<file path="config.mk">
export PLATFORM = sky130hd
export DESIGN_NAME = adc_window_trigger_input_ctrl
export DESIGN_NICKNAME = d
export VERILOG_FILES = /design/src/rtl/adc_ctrl_pkg.sv /design/src/rtl/adc_window_trigger_input_ctrl.sv
export SDC_FILE = /design/constraint.sdc
export NUM_CORES = 1
export LEC_CHECK = 0
export BUFFER_PORTS_ARGS = -buffer_cell sky130_fd_sc_hd__buf_4
export CORE_MARGIN = 1
export CORE_UTILIZATION = 57
export CTS_BUF_LIST = sky130_fd_sc_hd__clkbuf_16
export DETAILED_ROUTE_END_ITERATION = 10
export GPL_TIMING_DRIVEN = 0
export PLACE_DENSITY_LB_ADDON = 0.15
export SLEW_MARGIN = 10
export SYNTH_ARGS = -nofsm -noshare
export SYNTH_HDL_FRONTEND = slang
export SYNTH_SLANG_ARGS = --single-unit
</file>
<file path="constraint.sdc">
create_clock -name pclk -period 3 [get_ports pclk]
set_input_delay 0.15 -clock pclk [delete_from_list [all_inputs] [get_ports pclk]]
set_output_delay 0.15 -clock pclk [all_outputs]
set_load 0.05 [all_outputs]
</file>
<file path="src/rtl/adc_ctrl_pkg.sv">
package adc_ctrl_pkg;

    // ============================================================
    // Bus and clock
    // ============================================================
    localparam int unsigned ADDR_W = 12;
    localparam int unsigned DATA_W = 32;
    localparam int unsigned PCLK_MHZ = 25;

    // ============================================================
    // Register offsets
    // ============================================================
    localparam logic [ADDR_W-1:0] OFS_RESULT_FORMAT = 12'h004;
    localparam logic [ADDR_W-1:0] OFS_WINDOW_MONITOR_CONFIG = 12'h008;
    localparam logic [ADDR_W-1:0] OFS_SOFTWARE_TRIGGER = 12'h00C;
    localparam logic [ADDR_W-1:0] OFS_INPUT_SELECT_CONFIG = 12'h010;
    localparam logic [ADDR_W-1:0] OFS_WINDOW_LOWER_LIMIT = 12'h018;
    localparam logic [ADDR_W-1:0] OFS_WINDOW_UPPER_LIMIT = 12'h01C;
    localparam logic [ADDR_W-1:0] OFS_IRQ_STATUS = 12'h020;
    localparam logic [ADDR_W-1:0] OFS_IRQ_MASK = 12'h024;
    localparam logic [ADDR_W-1:0] OFS_RESULT = 12'h028;

    // ============================================================
    // Field positions and widths
    // ============================================================
    localparam int unsigned FMT_DIFF_BIT = 0;
    localparam int unsigned FMT_LEFT_BIT = 1;
    localparam int unsigned FMT_WIN_EVENT_BIT = 2;
    localparam int unsigned FMT_RDY_EVENT_BIT = 3;
    localparam int unsigned TRIG_FLUSH_BIT = 0;
    localparam int unsigned TRIG_START_BIT = 1;
    localparam int unsigned SEL_POS_LSB = 0;
    localparam int unsigned SEL_NEG_LSB = 8;
    localparam int unsigned SEL_SCAN_LSB = 16;
    localparam int unsigned SEL_OFFSET_LSB = 20;
    localparam int unsigned SEL_GAIN_LSB = 24;
    localparam int unsigned MUX_W = 5;
    localparam int unsigned SCAN_W = 4;
    localparam int unsigned GAIN_W = 4;
    localparam int unsigned MODE_W = 3;
    localparam int unsigned RAW_W = 12;
    localparam int unsigned RES_W = 16;
    localparam int unsigned IRQ_W = 3;
    localparam int unsigned IRQ_RESULT_BIT = 0;
    localparam int unsigned IRQ_WINDOW_BIT = 1;
    localparam int unsigned IRQ_FLUSH_BIT = 2;

    // ============================================================
    // Reset values
    // ============================================================
    localparam logic [3:0] RESET_RESULT_FORMAT = 4'h0;
    localparam logic [MODE_W-1:0] RESET_WINDOW_MONITOR_CONFIG = 3'h0;
    localparam logic [1:0] RESET_SOFTWARE_TRIGGER = 2'h0;
    localparam logic [DATA_W-1:0] RESET_INPUT_SELECT_CONFIG = 32'h00000000;
    localparam logic [RES_W-1:0] RESET_LIMIT = 16'h0000;
    localparam logic [IRQ_W-1:0] RESET_IRQ = 3'h0;

    // ============================================================
    // Timing
    // ============================================================
    localparam int unsigned SYNC_TIME_NS = 120;
    localparam int unsigned SYNC_CYCLES = (SYNC_TIME_NS * PCLK_MHZ + 999) / 1000;
    localparam logic [1:0] SYNC_LOAD = 2'(SYNC_CYCLES - 1);
    localparam int unsigned ADC_CLK_DIV = 4;
    localparam logic [1:0] DIV_LAST = 2'(ADC_CLK_DIV - 1);
    localparam logic [1:0] DIV_HALF = 2'(ADC_CLK_DIV / 2);

    // ============================================================
    // Codes and types
    // ============================================================
    localparam logic [GAIN_W-1:0] GAIN_1X = 4'h0;
    localparam logic [GAIN_W-1:0] GAIN_2X = 4'h1;
    localparam logic [GAIN_W-1:0] GAIN_4X = 4'h2;
    localparam logic [GAIN_W-1:0] GAIN_8X = 4'h3;
    localparam logic [GAIN_W-1:0] GAIN_16X = 4'h4;
    localparam logic [GAIN_W-1:0] GAIN_HALF = 4'hF;

    typedef enum logic [2:0] {
        WIN_OFF = 3'b000,
        WIN_ABOVE = 3'b001,
        WIN_BELOW = 3'b010,
        WIN_INSIDE = 3'b011,
        WIN_OUTSIDE = 3'b100
    } window_mode_e;

    typedef enum logic [1:0] {
        CONV_IDLE = 2'b00,
        CONV_BUSY = 2'b01,
        CONV_FLUSH = 2'b10
    } conv_state_e;

    // Gain one-hot: bit0 1x .. bit4 16x, bit5 half gain
    typedef struct packed {
        logic start;
        logic abort;
        logic differential_select;
        logic [MUX_W-1:0] positive_input;
        logic [MUX_W-1:0] negative_input;
        logic [5:0] gain_onehot;
    } analog_ctrl_s;

endpackage

</file>
<file path="src/rtl/adc_window_trigger_input_ctrl.sv">
`timescale 1ns/1ps
`default_nettype none
// Summary of operation
// - Alignment zero: result right-justified
// - Alignment one: 12-bit result left-justified
// - Differential bit selects positive minus negative
// - Window mode decode, codes five-seven reserved
// - Writing one to start begins conversion
// - Start bit clears when conversion begins
// - Start written during a conversion queues one more
// - Flush aborts conversions, discarding results
// - Flush restarts divided conversion clock
// - Flush bit clears when flush completes
// - After flush, pending request starts fresh
// - Gain decode, half gain, reserved codes
// - Nonzero scan count enables pin scanning
// - Positive input is selection plus offset
// - Offset increments after each completed conversion
// - Protected registers; accepted writes synchronized
// - Scan covers count plus one inputs
// - Window hit raises flag and event
module adc_window_trigger_input_ctrl
    import adc_ctrl_pkg::*;
(
    input wire logic pclk,
    input wire logic presetn,
    input wire logic clk_en,
    input wire logic psel,
    input wire logic penable,
    input wire logic pwrite,
    input wire logic [ADDR_W-1:0] paddr,
    input wire logic [DATA_W-1:0] pwdata,
    output logic [DATA_W-1:0] prdata,
    output logic pready,
    output logic pslverr,
    input wire logic write_protect_on,
    input wire logic conv_done,
    input wire logic [RAW_W-1:0] raw_result,
    output analog_ctrl_s analog,
    output logic adc_clk,
    output logic result_ready_event,
    output logic window_event,
    output logic window_flag,
    output logic irq
);

    // ============================================================
    // Register state
    // ============================================================
    logic result_left_align;
    logic differential_select;
    logic window_event_enable;
    logic ready_event_enable;
    logic [MODE_W-1:0] window_compare_mode;
    logic start_bit;
    logic flush_bit;
    logic [MUX_W-1:0] positive_input_select;
    logic [MUX_W-1:0] negative_input_select;
    logic [SCAN_W-1:0] scan_channel_count;
    logic [SCAN_W-1:0] scan_position_offset;
    logic [GAIN_W-1:0] gain_select;
    logic [RES_W-1:0] window_lower_limit;
    logic [RES_W-1:0] window_upper_limit;
    logic [IRQ_W-1:0] irq_status;
    logic [IRQ_W-1:0] irq_mask;
    logic [RES_W-1:0] result_value;

    // ============================================================
    // Bus decode
    // ============================================================
    logic bus_setup;
    logic bus_done;
    logic wr_commit;
    logic hit_format, hit_window, hit_trigger, hit_select;
    logic hit_lower, hit_upper, hit_status, hit_mask, hit_result;
    logic addr_mapped;
    logic target_protected;
    logic access_error;
    logic [1:0] sync_cnt;
    logic [DATA_W-1:0] read_value;

    assign bus_setup = psel & ~penable;
    assign bus_done = psel & penable & pready;
    assign wr_commit = bus_done & pwrite & ~pslverr;

    assign hit_format = (paddr == OFS_RESULT_FORMAT);
    assign hit_window = (paddr == OFS_WINDOW_MONITOR_CONFIG);
    assign hit_trigger = (paddr == OFS_SOFTWARE_TRIGGER);
    assign hit_select = (paddr == OFS_INPUT_SELECT_CONFIG);
    assign hit_lower = (paddr == OFS_WINDOW_LOWER_LIMIT);
    assign hit_upper = (paddr == OFS_WINDOW_UPPER_LIMIT);
    assign hit_status = (paddr == OFS_IRQ_STATUS);
    assign hit_mask = (paddr == OFS_IRQ_MASK);
    assign hit_result = (paddr == OFS_RESULT);
    assign addr_mapped = hit_format | hit_window | hit_trigger | hit_select | hit_lower | hit_upper
                         | hit_status | hit_mask | hit_result;
    assign target_protected = hit_window | hit_trigger | hit_select;
    assign access_error = ~addr_mapped | (pwrite & target_protected & write_protect_on);

    always_comb begin
        read_value = '0;
        if (hit_format) begin
            read_value[FMT_DIFF_BIT] = differential_select;
            read_value[FMT_LEFT_BIT] = result_left_align;
            read_value[FMT_WIN_EVENT_BIT] = window_event_enable;
            read_value[FMT_RDY_EVENT_BIT] = ready_event_enable;
        end
        if (hit_window) begin
            read_value[MODE_W-1:0] = window_compare_mode;
        end
        if (hit_trigger) begin
            read_value[TRIG_START_BIT] = start_bit;
            read_value[TRIG_FLUSH_BIT] = flush_bit;
        end
        if (hit_select) begin
            read_value[SEL_POS_LSB +: MUX_W] = positive_input_select;
            read_value[SEL_NEG_LSB +: MUX_W] = negative_input_select;
            read_value[SEL_SCAN_LSB +: SCAN_W] = scan_channel_count;
            read_value[SEL_OFFSET_LSB +: SCAN_W] = scan_position_offset;
            read_value[SEL_GAIN_LSB +: GAIN_W] = gain_select;
        end
        if (hit_lower) begin
            read_value[RES_W-1:0] = window_lower_limit;
        end
        if (hit_upper) begin
            read_value[RES_W-1:0] = window_upper_limit;
        end
        if (hit_status) begin
            read_value[IRQ_W-1:0] = irq_status;
        end
        if (hit_mask) begin
            read_value[IRQ_W-1:0] = irq_mask;
        end
        if (hit_result) begin
            read_value[RES_W-1:0] = result_value;
        end
    end

    // ============================================================
    // APB handshake; synchronized writes stall the access phase
    // ============================================================
    always_ff @(posedge pclk or negedge presetn) begin
        if (!presetn) begin
            pready <= 1'b0;
            pslverr <= 1'b0;
            prdata <= '0;
            sync_cnt <= '0;
        end else if (clk_en) begin
            if (bus_done) begin
                pready <= 1'b0;
                pslverr <= 1'b0;
            end else if (bus_setup) begin
                prdata <= pwrite ? '0 : read_value;
                pslverr <= access_error;
                if (pwrite && target_protected && !access_error) begin
                    sync_cnt <= SYNC_LOAD;
                    pready <= 1'b0;
                end else begin
                    pready <= 1'b1;
                end
            end else if (psel && penable && !pready) begin
                if (sync_cnt == 2'h0) begin
                    pready <= 1'b1;
                end else begin
                    sync_cnt <= sync_cnt - 2'h1;
                end
            end
        end
    end

    // ============================================================
    // Conversion clock divider and sequencer
    // ============================================================
    conv_state_e state;
    conv_state_e next_state;
    logic [1:0] div_cnt;
    logic adc_tick;
    logic conv_begin;
    logic conv_complete;
    logic flush_done;

    assign adc_tick = (div_cnt == DIV_LAST);

    always_comb begin
        next_state = state;
        conv_begin = 1'b0;
        conv_complete = 1'b0;
        flush_done = 1'b0;
        case (state)
            CONV_IDLE: begin
                if (flush_bit) begin
                    next_state = CONV_FLUSH;
                end else if (start_bit && adc_tick) begin
                    conv_begin = 1'b1;
                    next_state = CONV_BUSY;
                end
            end
            CONV_BUSY: begin
                if (flush_bit) begin
                    next_state = CONV_FLUSH;
                end else if (conv_done) begin
                    conv_complete = 1'b1;
                    next_state = CONV_IDLE;
                end
            end
            CONV_FLUSH: begin
                flush_done = 1'b1;
                next_state = CONV_IDLE;
            end
            default: begin
                next_state = CONV_IDLE;
            end
        endcase
    end

    always_ff @(posedge pclk or negedge presetn) begin
        if (!presetn) begin
            state <= CONV_IDLE;
        end else if (clk_en) begin
            state <= next_state;
        end
    end

    always_ff @(posedge pclk or negedge presetn) begin
        if (!presetn) begin
            div_cnt <= '0;
            adc_clk <= 1'b0;
        end else if (clk_en) begin
            if (flush_done) begin
                div_cnt <= '0;
                adc_clk <= 1'b0;
            end else begin
                div_cnt <= adc_tick ? 2'h0 : div_cnt + 2'h1;
                adc_clk <= (div_cnt >= DIV_HALF - 2'h1) && (div_cnt < DIV_LAST);
            end
        end
    end

    // ============================================================
    // Configuration registers
    // ============================================================
    always_ff @(posedge pclk or negedge presetn) begin
        if (!presetn) begin
            {ready_event_enable, window_event_enable, result_left_align, differential_select} <= RESET_RESULT_FORMAT;
            window_compare_mode <= RESET_WINDOW_MONITOR_CONFIG;
            window_lower_limit <= RESET_LIMIT;
            window_upper_limit <= RESET_LIMIT;
            irq_mask <= RESET_IRQ;
        end else if (clk_en && wr_commit) begin
            if (hit_format) begin
                differential_select <= pwdata[FMT_DIFF_BIT];
                result_left_align <= pwdata[FMT_LEFT_BIT];
                window_event_enable <= pwdata[FMT_WIN_EVENT_BIT];
                ready_event_enable <= pwdata[FMT_RDY_EVENT_BIT];
            end
            if (hit_window) begin
                window_compare_mode <= pwdata[MODE_W-1:0];
            end
            if (hit_lower) begin
                window_lower_limit <= pwdata[RES_W-1:0];
            end
            if (hit_upper) begin
                window_upper_limit <= pwdata[RES_W-1:0];
            end
            if (hit_mask) begin
                irq_mask <= pwdata[IRQ_W-1:0];
            end
        end
    end

    // ============================================================
    // Software trigger: start and flush
    // ============================================================
    always_ff @(posedge pclk or negedge presetn) begin
        if (!presetn) begin
            {start_bit, flush_bit} <= RESET_SOFTWARE_TRIGGER;
        end else if (clk_en) begin
            if (conv_begin) begin
                start_bit <= 1'b0;
            end else if (wr_commit && hit_trigger && pwdata[TRIG_START_BIT]) begin
                start_bit <= 1'b1;
            end
            if (wr_commit && hit_trigger && pwdata[TRIG_FLUSH_BIT]) begin
                flush_bit <= 1'b1;
            end else if (flush_done) begin
                flush_bit <= 1'b0;
            end
        end
    end

    // ============================================================
    // Input selection and scan offset
    // ============================================================
    logic scan_enabled;
    logic scan_at_end;

    assign scan_enabled = (scan_channel_count != '0);
    assign scan_at_end = (scan_position_offset >= scan_channel_count);

    always_ff @(posedge pclk or negedge presetn) begin
        if (!presetn) begin
            positive_input_select <= RESET_INPUT_SELECT_CONFIG[SEL_POS_LSB +: MUX_W];
            negative_input_select <= RESET_INPUT_SELECT_CONFIG[SEL_NEG_LSB +: MUX_W];
            scan_channel_count <= RESET_INPUT_SELECT_CONFIG[SEL_SCAN_LSB +: SCAN_W];
            scan_position_offset <= RESET_INPUT_SELECT_CONFIG[SEL_OFFSET_LSB +: SCAN_W];
            gain_select <= RESET_INPUT_SELECT_CONFIG[SEL_GAIN_LSB +: GAIN_W];
        end else if (clk_en) begin
            if (wr_commit && hit_select) begin
                positive_input_select <= pwdata[SEL_POS_LSB +: MUX_W];
                negative_input_select <= pwdata[SEL_NEG_LSB +: MUX_W];
                scan_channel_count <= pwdata[SEL_SCAN_LSB +: SCAN_W];
                scan_position_offset <= pwdata[SEL_OFFSET_LSB +: SCAN_W];
                gain_select <= pwdata[SEL_GAIN_LSB +: GAIN_W];
            end else if (conv_complete && scan_enabled) begin
                if (scan_at_end) begin
                    scan_position_offset <= '0;
                end else begin
                    scan_position_offset <= scan_position_offset + 4'h1;
                end
            end
        end
    end

    // ============================================================
    // Analog front-end controls
    // ============================================================
    function automatic logic [5:0] gain_decode(input logic [GAIN_W-1:0] code);
        case (code)
            GAIN_1X: gain_decode = 6'h01;
            GAIN_2X: gain_decode = 6'h02;
            GAIN_4X: gain_decode = 6'h04;
            GAIN_8X: gain_decode = 6'h08;
            GAIN_16X: gain_decode = 6'h10;
            GAIN_HALF: gain_decode = 6'h20;
            default: gain_decode = 6'h00;
        endcase
    endfunction

    always_ff @(posedge pclk or negedge presetn) begin
        if (!presetn) begin
            analog <= '0;
        end else if (clk_en) begin
            analog.start <= conv_begin;
            analog.abort <= flush_done;
            analog.differential_select <= differential_select;
            analog.positive_input <= MUX_W'(positive_input_select + MUX_W'(scan_position_offset));
            analog.negative_input <= negative_input_select;
            analog.gain_onehot <= gain_decode(gain_select);
        end
    end

    // ============================================================
    // Result formatting and window monitor
    // ============================================================
    function automatic logic window_match(
        input logic [MODE_W-1:0] mode,
        input logic [RES_W-1:0] value,
        input logic [RES_W-1:0] lower,
        input logic [RES_W-1:0] upper
    );
        case (window_mode_e'(mode))
            WIN_ABOVE: window_match = (value > lower);
            WIN_BELOW: window_match = (value < upper);
            WIN_INSIDE: window_match = (value > lower) && (value < upper);
            WIN_OUTSIDE: window_match = !((value > lower) && (value < upper));
            default: window_match = 1'b0;
        endcase
    endfunction

    logic [RES_W-1:0] raw_right;
    logic window_hit;

    assign raw_right = {4'h0, raw_result};
    assign window_hit = conv_complete && window_match(window_compare_mode, raw_right,
                                                      window_lower_limit, window_upper_limit);

    always_ff @(posedge pclk or negedge presetn) begin
        if (!presetn) begin
            result_value <= '0;
        end else if (clk_en && conv_complete) begin
            if (result_left_align) begin
                result_value <= {raw_result, 4'h0};
            end else begin
                result_value <= raw_right;
            end
        end
    end

    // ============================================================
    // Events and interrupt
    // ============================================================
    logic [IRQ_W-1:0] irq_set;
    logic [IRQ_W-1:0] irq_clear;

    always_comb begin
        irq_set = '0;
        irq_set[IRQ_RESULT_BIT] = conv_complete;
        irq_set[IRQ_WINDOW_BIT] = window_hit;
        irq_set[IRQ_FLUSH_BIT] = flush_done;
        irq_clear = (wr_commit && hit_status) ? pwdata[IRQ_W-1:0] : '0;
    end

    always_ff @(posedge pclk or negedge presetn) begin
        if (!presetn) begin
            irq_status <= RESET_IRQ;
            irq <= 1'b0;
            window_flag <= 1'b0;
            result_ready_event <= 1'b0;
            window_event <= 1'b0;
        end else if (clk_en) begin
            irq_status <= (irq_status & ~irq_clear) | irq_set;
            irq <= |(((irq_status & ~irq_clear) | irq_set) & irq_mask);
            window_flag <= ((irq_status[IRQ_WINDOW_BIT] & ~irq_clear[IRQ_WINDOW_BIT]) | window_hit);
            result_ready_event <= conv_complete & ready_event_enable;
            window_event <= window_hit & window_event_enable;
        end
    end

endmodule
`default_nettype wire
</file>
# Word level (Yosys, flattened, before mapping)
# Index checks and enable logic that the tools add are counted.
[word_totals] register_bits=149 in_bits=64
[classes] order_cmp=5 n_bitwise=31 n_eq_ne=25 n_mux=49 reduce_logical=45 n_addsub=4
[ops] op="$mux 16" n=4
[ops] op="$eq 12x5->1 const B" n=3
[ops] op="$eq 12x6->1 const B" n=3
[ops] op="$pmux 6 s6" n=1
[ops] op="$mux 28" n=1
[ops] op="$eq 12x4->1 const B" n=2
[ops] op="$mux 2" n=11
[ops] op="$reduce_and 2->1" n=10
[ops] op="$mux 1" n=19
[ops] op="$gt 12x16->1" n=1
[ops] op="$logic_and 1x1->1" n=16
[ops] op="$lt 12x16->1" n=1
[ops] op="$mux 4" n=4
[ops] op="$eq 12x3->1 const B" n=1
[ops] op="$mux 12" n=1
[ops] op="$mux 3" n=4
[ops] op="$or 1x1->1" n=12
[ops] op="$and 1x1->1" n=10
[ops] op="$mux 5" n=2
[ops] op="$reduce_bool 2->1" n=5
[ops] op="$reduce_and 3->1" n=3
[ops] op="$eq 4x2->1 const B" n=2
[ops] op="$and 3x3->3" n=2
[ops] op="$eq 3x2->1 const B" n=2
[ops] op="other kinds (29)" n=39

# Depth between registers and ports, before layout
[depth] ltp_word=16 depth_mapped=9

# Least setup slack after synthesis
# Ideal clock, no wire load.
[synth_timing] kind="register -> register" from="register pready" to="register window_compare_mode[1]" path_buffers=0 arrival_time_ns=2.178 setup_ns=0.125 synth_period_minus_slack_ns=2.303 path_stages_with_launch=6 setup_slack_ns=0.697 required_time_ns=2.875 path_cell_list="dfrtp_1 nand4_1 nor2_1 nand2_1 nor3_1 mux2_2"
[synth_between] elab_chain_cells=5
[synth_rtl] element="start: declaration" line_no="adc_window_trigger_input_ctrl.sv:34" rtl="output logic pready,"
[synth_rtl] element="start signal: assignment" line_no="adc_window_trigger_input_ctrl.sv:144" rtl="pready <= 1'b0;"
[synth_rtl] element="start signal: assignment" line_no="adc_window_trigger_input_ctrl.sv:150" rtl="pready <= 1'b0;"
[synth_rtl] element="start signal: assignment" line_no="adc_window_trigger_input_ctrl.sv:157" rtl="pready <= 1'b0;"
[synth_rtl] element="$and 1x1->1" line_no="adc_window_trigger_input_ctrl.sv:83" rtl="assign bus_done = psel & penable & pready;"
[synth_rtl] element="$and 1x1->1 (2 in a row)" line_no="adc_window_trigger_input_ctrl.sv:84" rtl="assign wr_commit = bus_done & pwrite & ~pslverr;"
[synth_rtl] element="$logic_and 1x1->1" line_no="adc_window_trigger_input_ctrl.sv:249" rtl="end else if (clk_en && wr_commit) begin"
[synth_rtl] element="$reduce_and 2->1 (no source line)"
[synth_rtl] element="end signal: assignment" line_no="adc_window_trigger_input_ctrl.sv:257" rtl="window_compare_mode <= pwdata[MODE_W-1:0];"
[synth_rtl] element="end: declaration" line_no="adc_window_trigger_input_ctrl.sv:54" rtl="logic [MODE_W-1:0] window_compare_mode;"
# No other way between the ends.
# A chain may end at the register's enable or synchronous reset.

# Worst setup path in the final report
[layout_timing] from="register flush_bit" to="register scan_position_offset[0]"
[layout_between] elab_chain_cells=5
[layout_rtl] element="start: declaration" line_no="adc_window_trigger_input_ctrl.sv:56" rtl="logic flush_bit;"
[layout_rtl] element="start signal: assignment" line_no="adc_window_trigger_input_ctrl.sv:276" rtl="{start_bit, flush_bit} <= RESET_SOFTWARE_TRIGGER;"
[layout_rtl] element="start signal: assignment" line_no="adc_window_trigger_input_ctrl.sv:284" rtl="flush_bit <= 1'b1;"
[layout_rtl] element="start signal: assignment" line_no="adc_window_trigger_input_ctrl.sv:286" rtl="flush_bit <= 1'b0;"
[layout_rtl] element="$mux 1" line_no="adc_window_trigger_input_ctrl.sv:199" rtl="if (flush_bit) begin"
[layout_rtl] element="$mux 1" line_no="adc_window_trigger_input_ctrl.sv:189" rtl="case (state)"
[layout_rtl] element="$logic_and 1x1->1" line_no="adc_window_trigger_input_ctrl.sv:314" rtl="end else if (conv_complete && scan_enabled) begin"
[layout_rtl] element="$reduce_bool 2->1 (no source line)"
[layout_rtl] element="$reduce_and 2->1 (no source line)"
[layout_rtl] element="end signal: assignment" line_no="adc_window_trigger_input_ctrl.sv:305" rtl="scan_position_offset <= RESET_INPUT_SELECT_CONFIG[SEL_OFFSET_LSB +: SCAN_W];"
[layout_rtl] element="end signal: assignment" line_no="adc_window_trigger_input_ctrl.sv:312" rtl="scan_position_offset <= pwdata[SEL_OFFSET_LSB +: SCAN_W];"
[layout_rtl] element="end signal: assignment" line_no="adc_window_trigger_input_ctrl.sv:318" rtl="scan_position_offset <= scan_position_offset + 4'h1;"
[layout_rtl] element="end: declaration" line_no="adc_window_trigger_input_ctrl.sv:60" rtl="logic [SCAN_W-1:0] scan_position_offset;"
# No other way between the ends.

==> impl_metrics.py <==
metrics = {
    "setup_path": {
        "worstSetupPathType": "flop to flop",
        "required_ps": 3300,
        "cp_top_family": "simple AND/OR/NAND/NOR gates",
        "rr_endpoint": "scan_position_offset[0]",
        "worst_r2r_path_depth": 5,
        "cp-end-kind": "flop",
        "slowest_stage": "nor4bb_1",
        "critPathArrivalTime_ps": 3170,
        "worst-path-stages": 5,
        "r2r_setup_slack_ps": 140,
        "critPathMaxFanout": 8,
        "cp-endpoint": "scan_position_offset[0]",
        "path_cells": "nor4bb_1 > nand2_1 > o21a_1 > a221oi_1 > a21oi_1",
        "rr_startpoint": "flush_bit",
        "critPathMaxStageDelay_ps": 1050,
        "critPathLaunch": "flush_bit",
        "startpoint_type": "flop",
        "worst-path-buf-inv": 0,
    },
    "global_routing": {
        "grt_antenna_before_repair": 0,
        "grt_pass1_vias": 6288,
        "grtUsageTotal": 0.3375,
        "grt_max_degree": 90,
        "grt_pass1_wl_um": 33030,
        "grt_overflow": 0,
    },
    "floorplan": {
        "die_h_um": 114.9,
        "rows": 40,
        "dieArea_um2": 13210,
        "io_pins": 122,
        "die_w_um": 114.9,
        "core_um2": 12210,
        "start_util": 0.5954,
    },
    "run": {
        "maxCapViolations": 0,
    },
    "cts": {
        "cts_tree": "built",
        "numClockSinks": 143,
        "cts_buffer_depth": 2,
        "h-tree-depth": 4,
        "root_buffer": "clkbuf_16",
        "clock_latency_ps": 430,
        "cts_buffers": 17,
        "cts_resized": 0,
        "path_clk_slew_ps": 70,
    },
    "layout": {
        "area_growth_syn_to_layout_pct": 25.50,
        "design_area_um2": 9125,
        "mostFrequentLayoutCells": "143 x dfrtp_1, 115 x buf_4, 86 x nand2_1, 75 x o21ai_0, 50 x mux2_2",
        "drive_gt1_frac": 0.2397,
        "nets": 962,
        "fillCellCount": 908,
        "final_common_cell": "dfrtp_1",
        "diodes": 0,
    },
    "drt": {
        "route.detailed.drc": 0,
        "drt-pass1-iter-count": 6,
        "detail_route.wl_per_cell_um": 20.34,
        "wl_um": 21240,
        "drt-initial-drc-count": 595,
        "drtAntennaViolNets": 0,
        "num_vias": 6384,
        "viasPerCell": 6.115,
    },
    "synth": {
        "ys_seq_elements": 143,
        "synth.distinct_cells": 67,
        "synthAdderAreaFrac": 0.06126,
        "netlist_area_um2": 7271,
        "synthSimpleGateAreaFrac": 0.1385,
        "synth_xor_area_frac": 0.003614,
        "synth_top_family_by_area": "compound AO/OA/AOI/OAI gates",
        "async_flop_share": 1.000,
        "synth-compound-area-share": 0.1559,
        "synthMuxAreaShare": 0.1024,
        "yosys_warnings": 0,
        "yosysSeqAreaShare": 0.4922,
        "syn_inst": 705,
        "synth_top_flop_cell": "dfrtp_1",
        "syn_avg_cell_area_um2": 10.31,
        "synth_edf_count": 0,
    },
    "timing": {
        "setup_tns_ps": 0,
        "fin_skew_ps": 8.406,
        "rsz0062_at_grt": "false",
        "tightest_slew_ps": 1252,
        "finalSetupViolations": 0,
        "maxSlewViolCount": 0,
        "finalHoldViolations": 0,
        "worst_slack_ps": 135.8,
        "finalCriticalPeriod_ps": 2864,
        "fmax_ghz": 0.3491,
        "post-route-period-util": 0.9547,
        "relSlewSlack": 0.1540,
    },
    "hold_path": {
        "hp-class": "input pin to flop",
        "min_from": "pwdata[21]",
        "worst_hold_path.num_cells": 3,
    },
    "run_status": {
        "outcome": "finished, final reports clean",
    },
    "placement": {
        "port_buffers": 112,
        "placed_area_um2": 8364,
        "dp_hpwl_um": 14950,
        "gp_congestion": 0.9571,
        "dp_slack_ps": 277.2,
    },
    "power": {
        "p_leak_nw": 4.468,
        "power.density_nw_per_um2": 483.6,
        "ir_drop_mv": 0.4182,
    },
}
## per-layer routing
layer  part of all wire  global-route usage  wire [um]  up-vias
met5                  0                   0          0        -
met1               0.41              0.4369       8698     3128
li1                   -                   -          -     2846
met2               0.48              0.5422      10120      341
met4              0.037              0.1628        792        0
met3              0.077             0.07327       1627       69
## cell usage after synthesis, types with 2 or more instances
cell | instances | area [um^2]
nand3b_1 | 3 | 22.52
a211oi_1 | 5 | 37.54
nand2b_1 | 7 | 43.79
a31o_2 | 2 | 17.52
dfrtp_1 | 143 | 3578
nor3b_1 | 2 | 15.01
buf_4 | 4 | 30.03
or3_1 | 2 | 12.51
nor4b_1 | 4 | 35.03
nor3_1 | 12 | 60.06
and2_1 | 2 | 12.51
inv_1 | 46 | 172.7
ha_1 | 34 | 425.4
o2bb2ai_1 | 2 | 17.52
o211ai_1 | 3 | 22.52
o21a_1 | 2 | 15.01
o21ai_0 | 75 | 375.4
buf_6 | 2 | 22.52
buf_1 | 4 | 15.01
clkbuf_1 | 18 | 67.56
a22oi_1 | 5 | 37.54
a31oi_1 | 4 | 25.02
mux2i_1 | 17 | 170.2
a221oi_1 | 3 | 26.28
a21o_1 | 9 | 67.56
mux2_2 | 50 | 563.0
xnor2_1 | 3 | 26.28
o22ai_1 | 4 | 25.02
o31ai_1 | 2 | 15.01
a21oi_1 | 27 | 135.1
nand2_1 | 86 | 322.8
nor3_2 | 2 | 20.02
nand3_1 | 11 | 55.05
and4_1 | 3 | 26.28
nor2_1 | 28 | 105.1
nor2b_1 | 10 | 62.56
nand4_1 | 9 | 56.30
or4_1 | 3 | 22.52
buf_2 | 3 | 15.01
a22o_1 | 18 | 157.7
a41oi_1 | 2 | 17.52
a222oi_1 | 7 | 70.07
and3_1 | 3 | 18.77
## layout make-up
| cell class | instances | area (um^2) | share of cell area |
|---|---|---|---|
| Clock inverter | 15 | 105.1 | 0.01152 |
| Sequential cell | 143 | 3578 | 0.3922 |
| Multi-Input combinational cell | 486 | 3372 | 0.3695 |
| Clock buffer | 17 | 425.4 | 0.04662 |
| Inverter | 47 | 176.4 | 0.01933 |
| Tap cell | 168 | 210.2 | 0.02304 |
| Timing Repair Buffer | 136 | 1102 | 0.1208 |
| Buffer | 32 | 155.1 | 0.01700 |
## worst min-delay path: stages
cell and delay [ps]:
buf_4 80, a221oi_1 60, a21oi_1 110
## worst min-delay path by stage
stage	to	slack, ps
5_1_grt	result_value[3]	40
3_3_place_gp	window_upper_limit[6]	370
3_5_place_dp	sync_cnt[1]	290
2_1_floorplan	adc_clk	-150
6_report	scan_position_offset[1]	10
4_1_cts	scan_position_offset[1]	2
## stage by stage
stage                 util  hold slack [ps]  std cells  total power [mW]
global placement    0.6824            367.0        988             2.451
floorplan                -           -145.6        708             2.262
finish              0.7472            9.580       1044             4.412
global route        0.7472            43.48       1044             4.533
CTS                 0.7472            1.906       1044             4.412
detailed placement  0.6849            287.5        989             2.478
## registers in the layout (all words and copies together), names as in the netlist, 2 cells and up
| name | count |
|---|---|
| prdata | 28 |
| analog | 19 |
| result_value | 16 |
| window_lower_limit | 16 |
| window_upper_limit | 16 |
| negative_input_select | 5 |
| positive_input_select | 5 |
| gain_select | 4 |
| scan_channel_count | 4 |
| scan_position_offset | 4 |
| irq_mask | 3 |
| irq_status | 3 |
| window_compare_mode | 3 |
| state | 2 |
| sync_cnt | 2 |
## what timing repair did
item / 4_1_cts / 5_1_grt
buffers inserted: 0 / 0
hold buffers: 23 / 0
setup endpoints to repair: 0 / 0
hold endpoints to repair: 131 / 0
## power by group
group,switching (mW),internal [mW]
registers,0.0412,1.97
clock network,0.820,1.12
logic,0.281,0.187
total,1.14,3.27
## kinds of logic (layout without fill, tap and decap cells)
group / Yosys count / count (layout)
other cells: 1 / 4
compound gates: 178 / 178
buf+inv: 79 / 247
xor+xnor: 3 / 3
flops: 143 / 143
mux: 68 / 68
fa+ha+maj: 35 / 35
simple gates: 198 / 198
(Power assumes the default switching activity.)
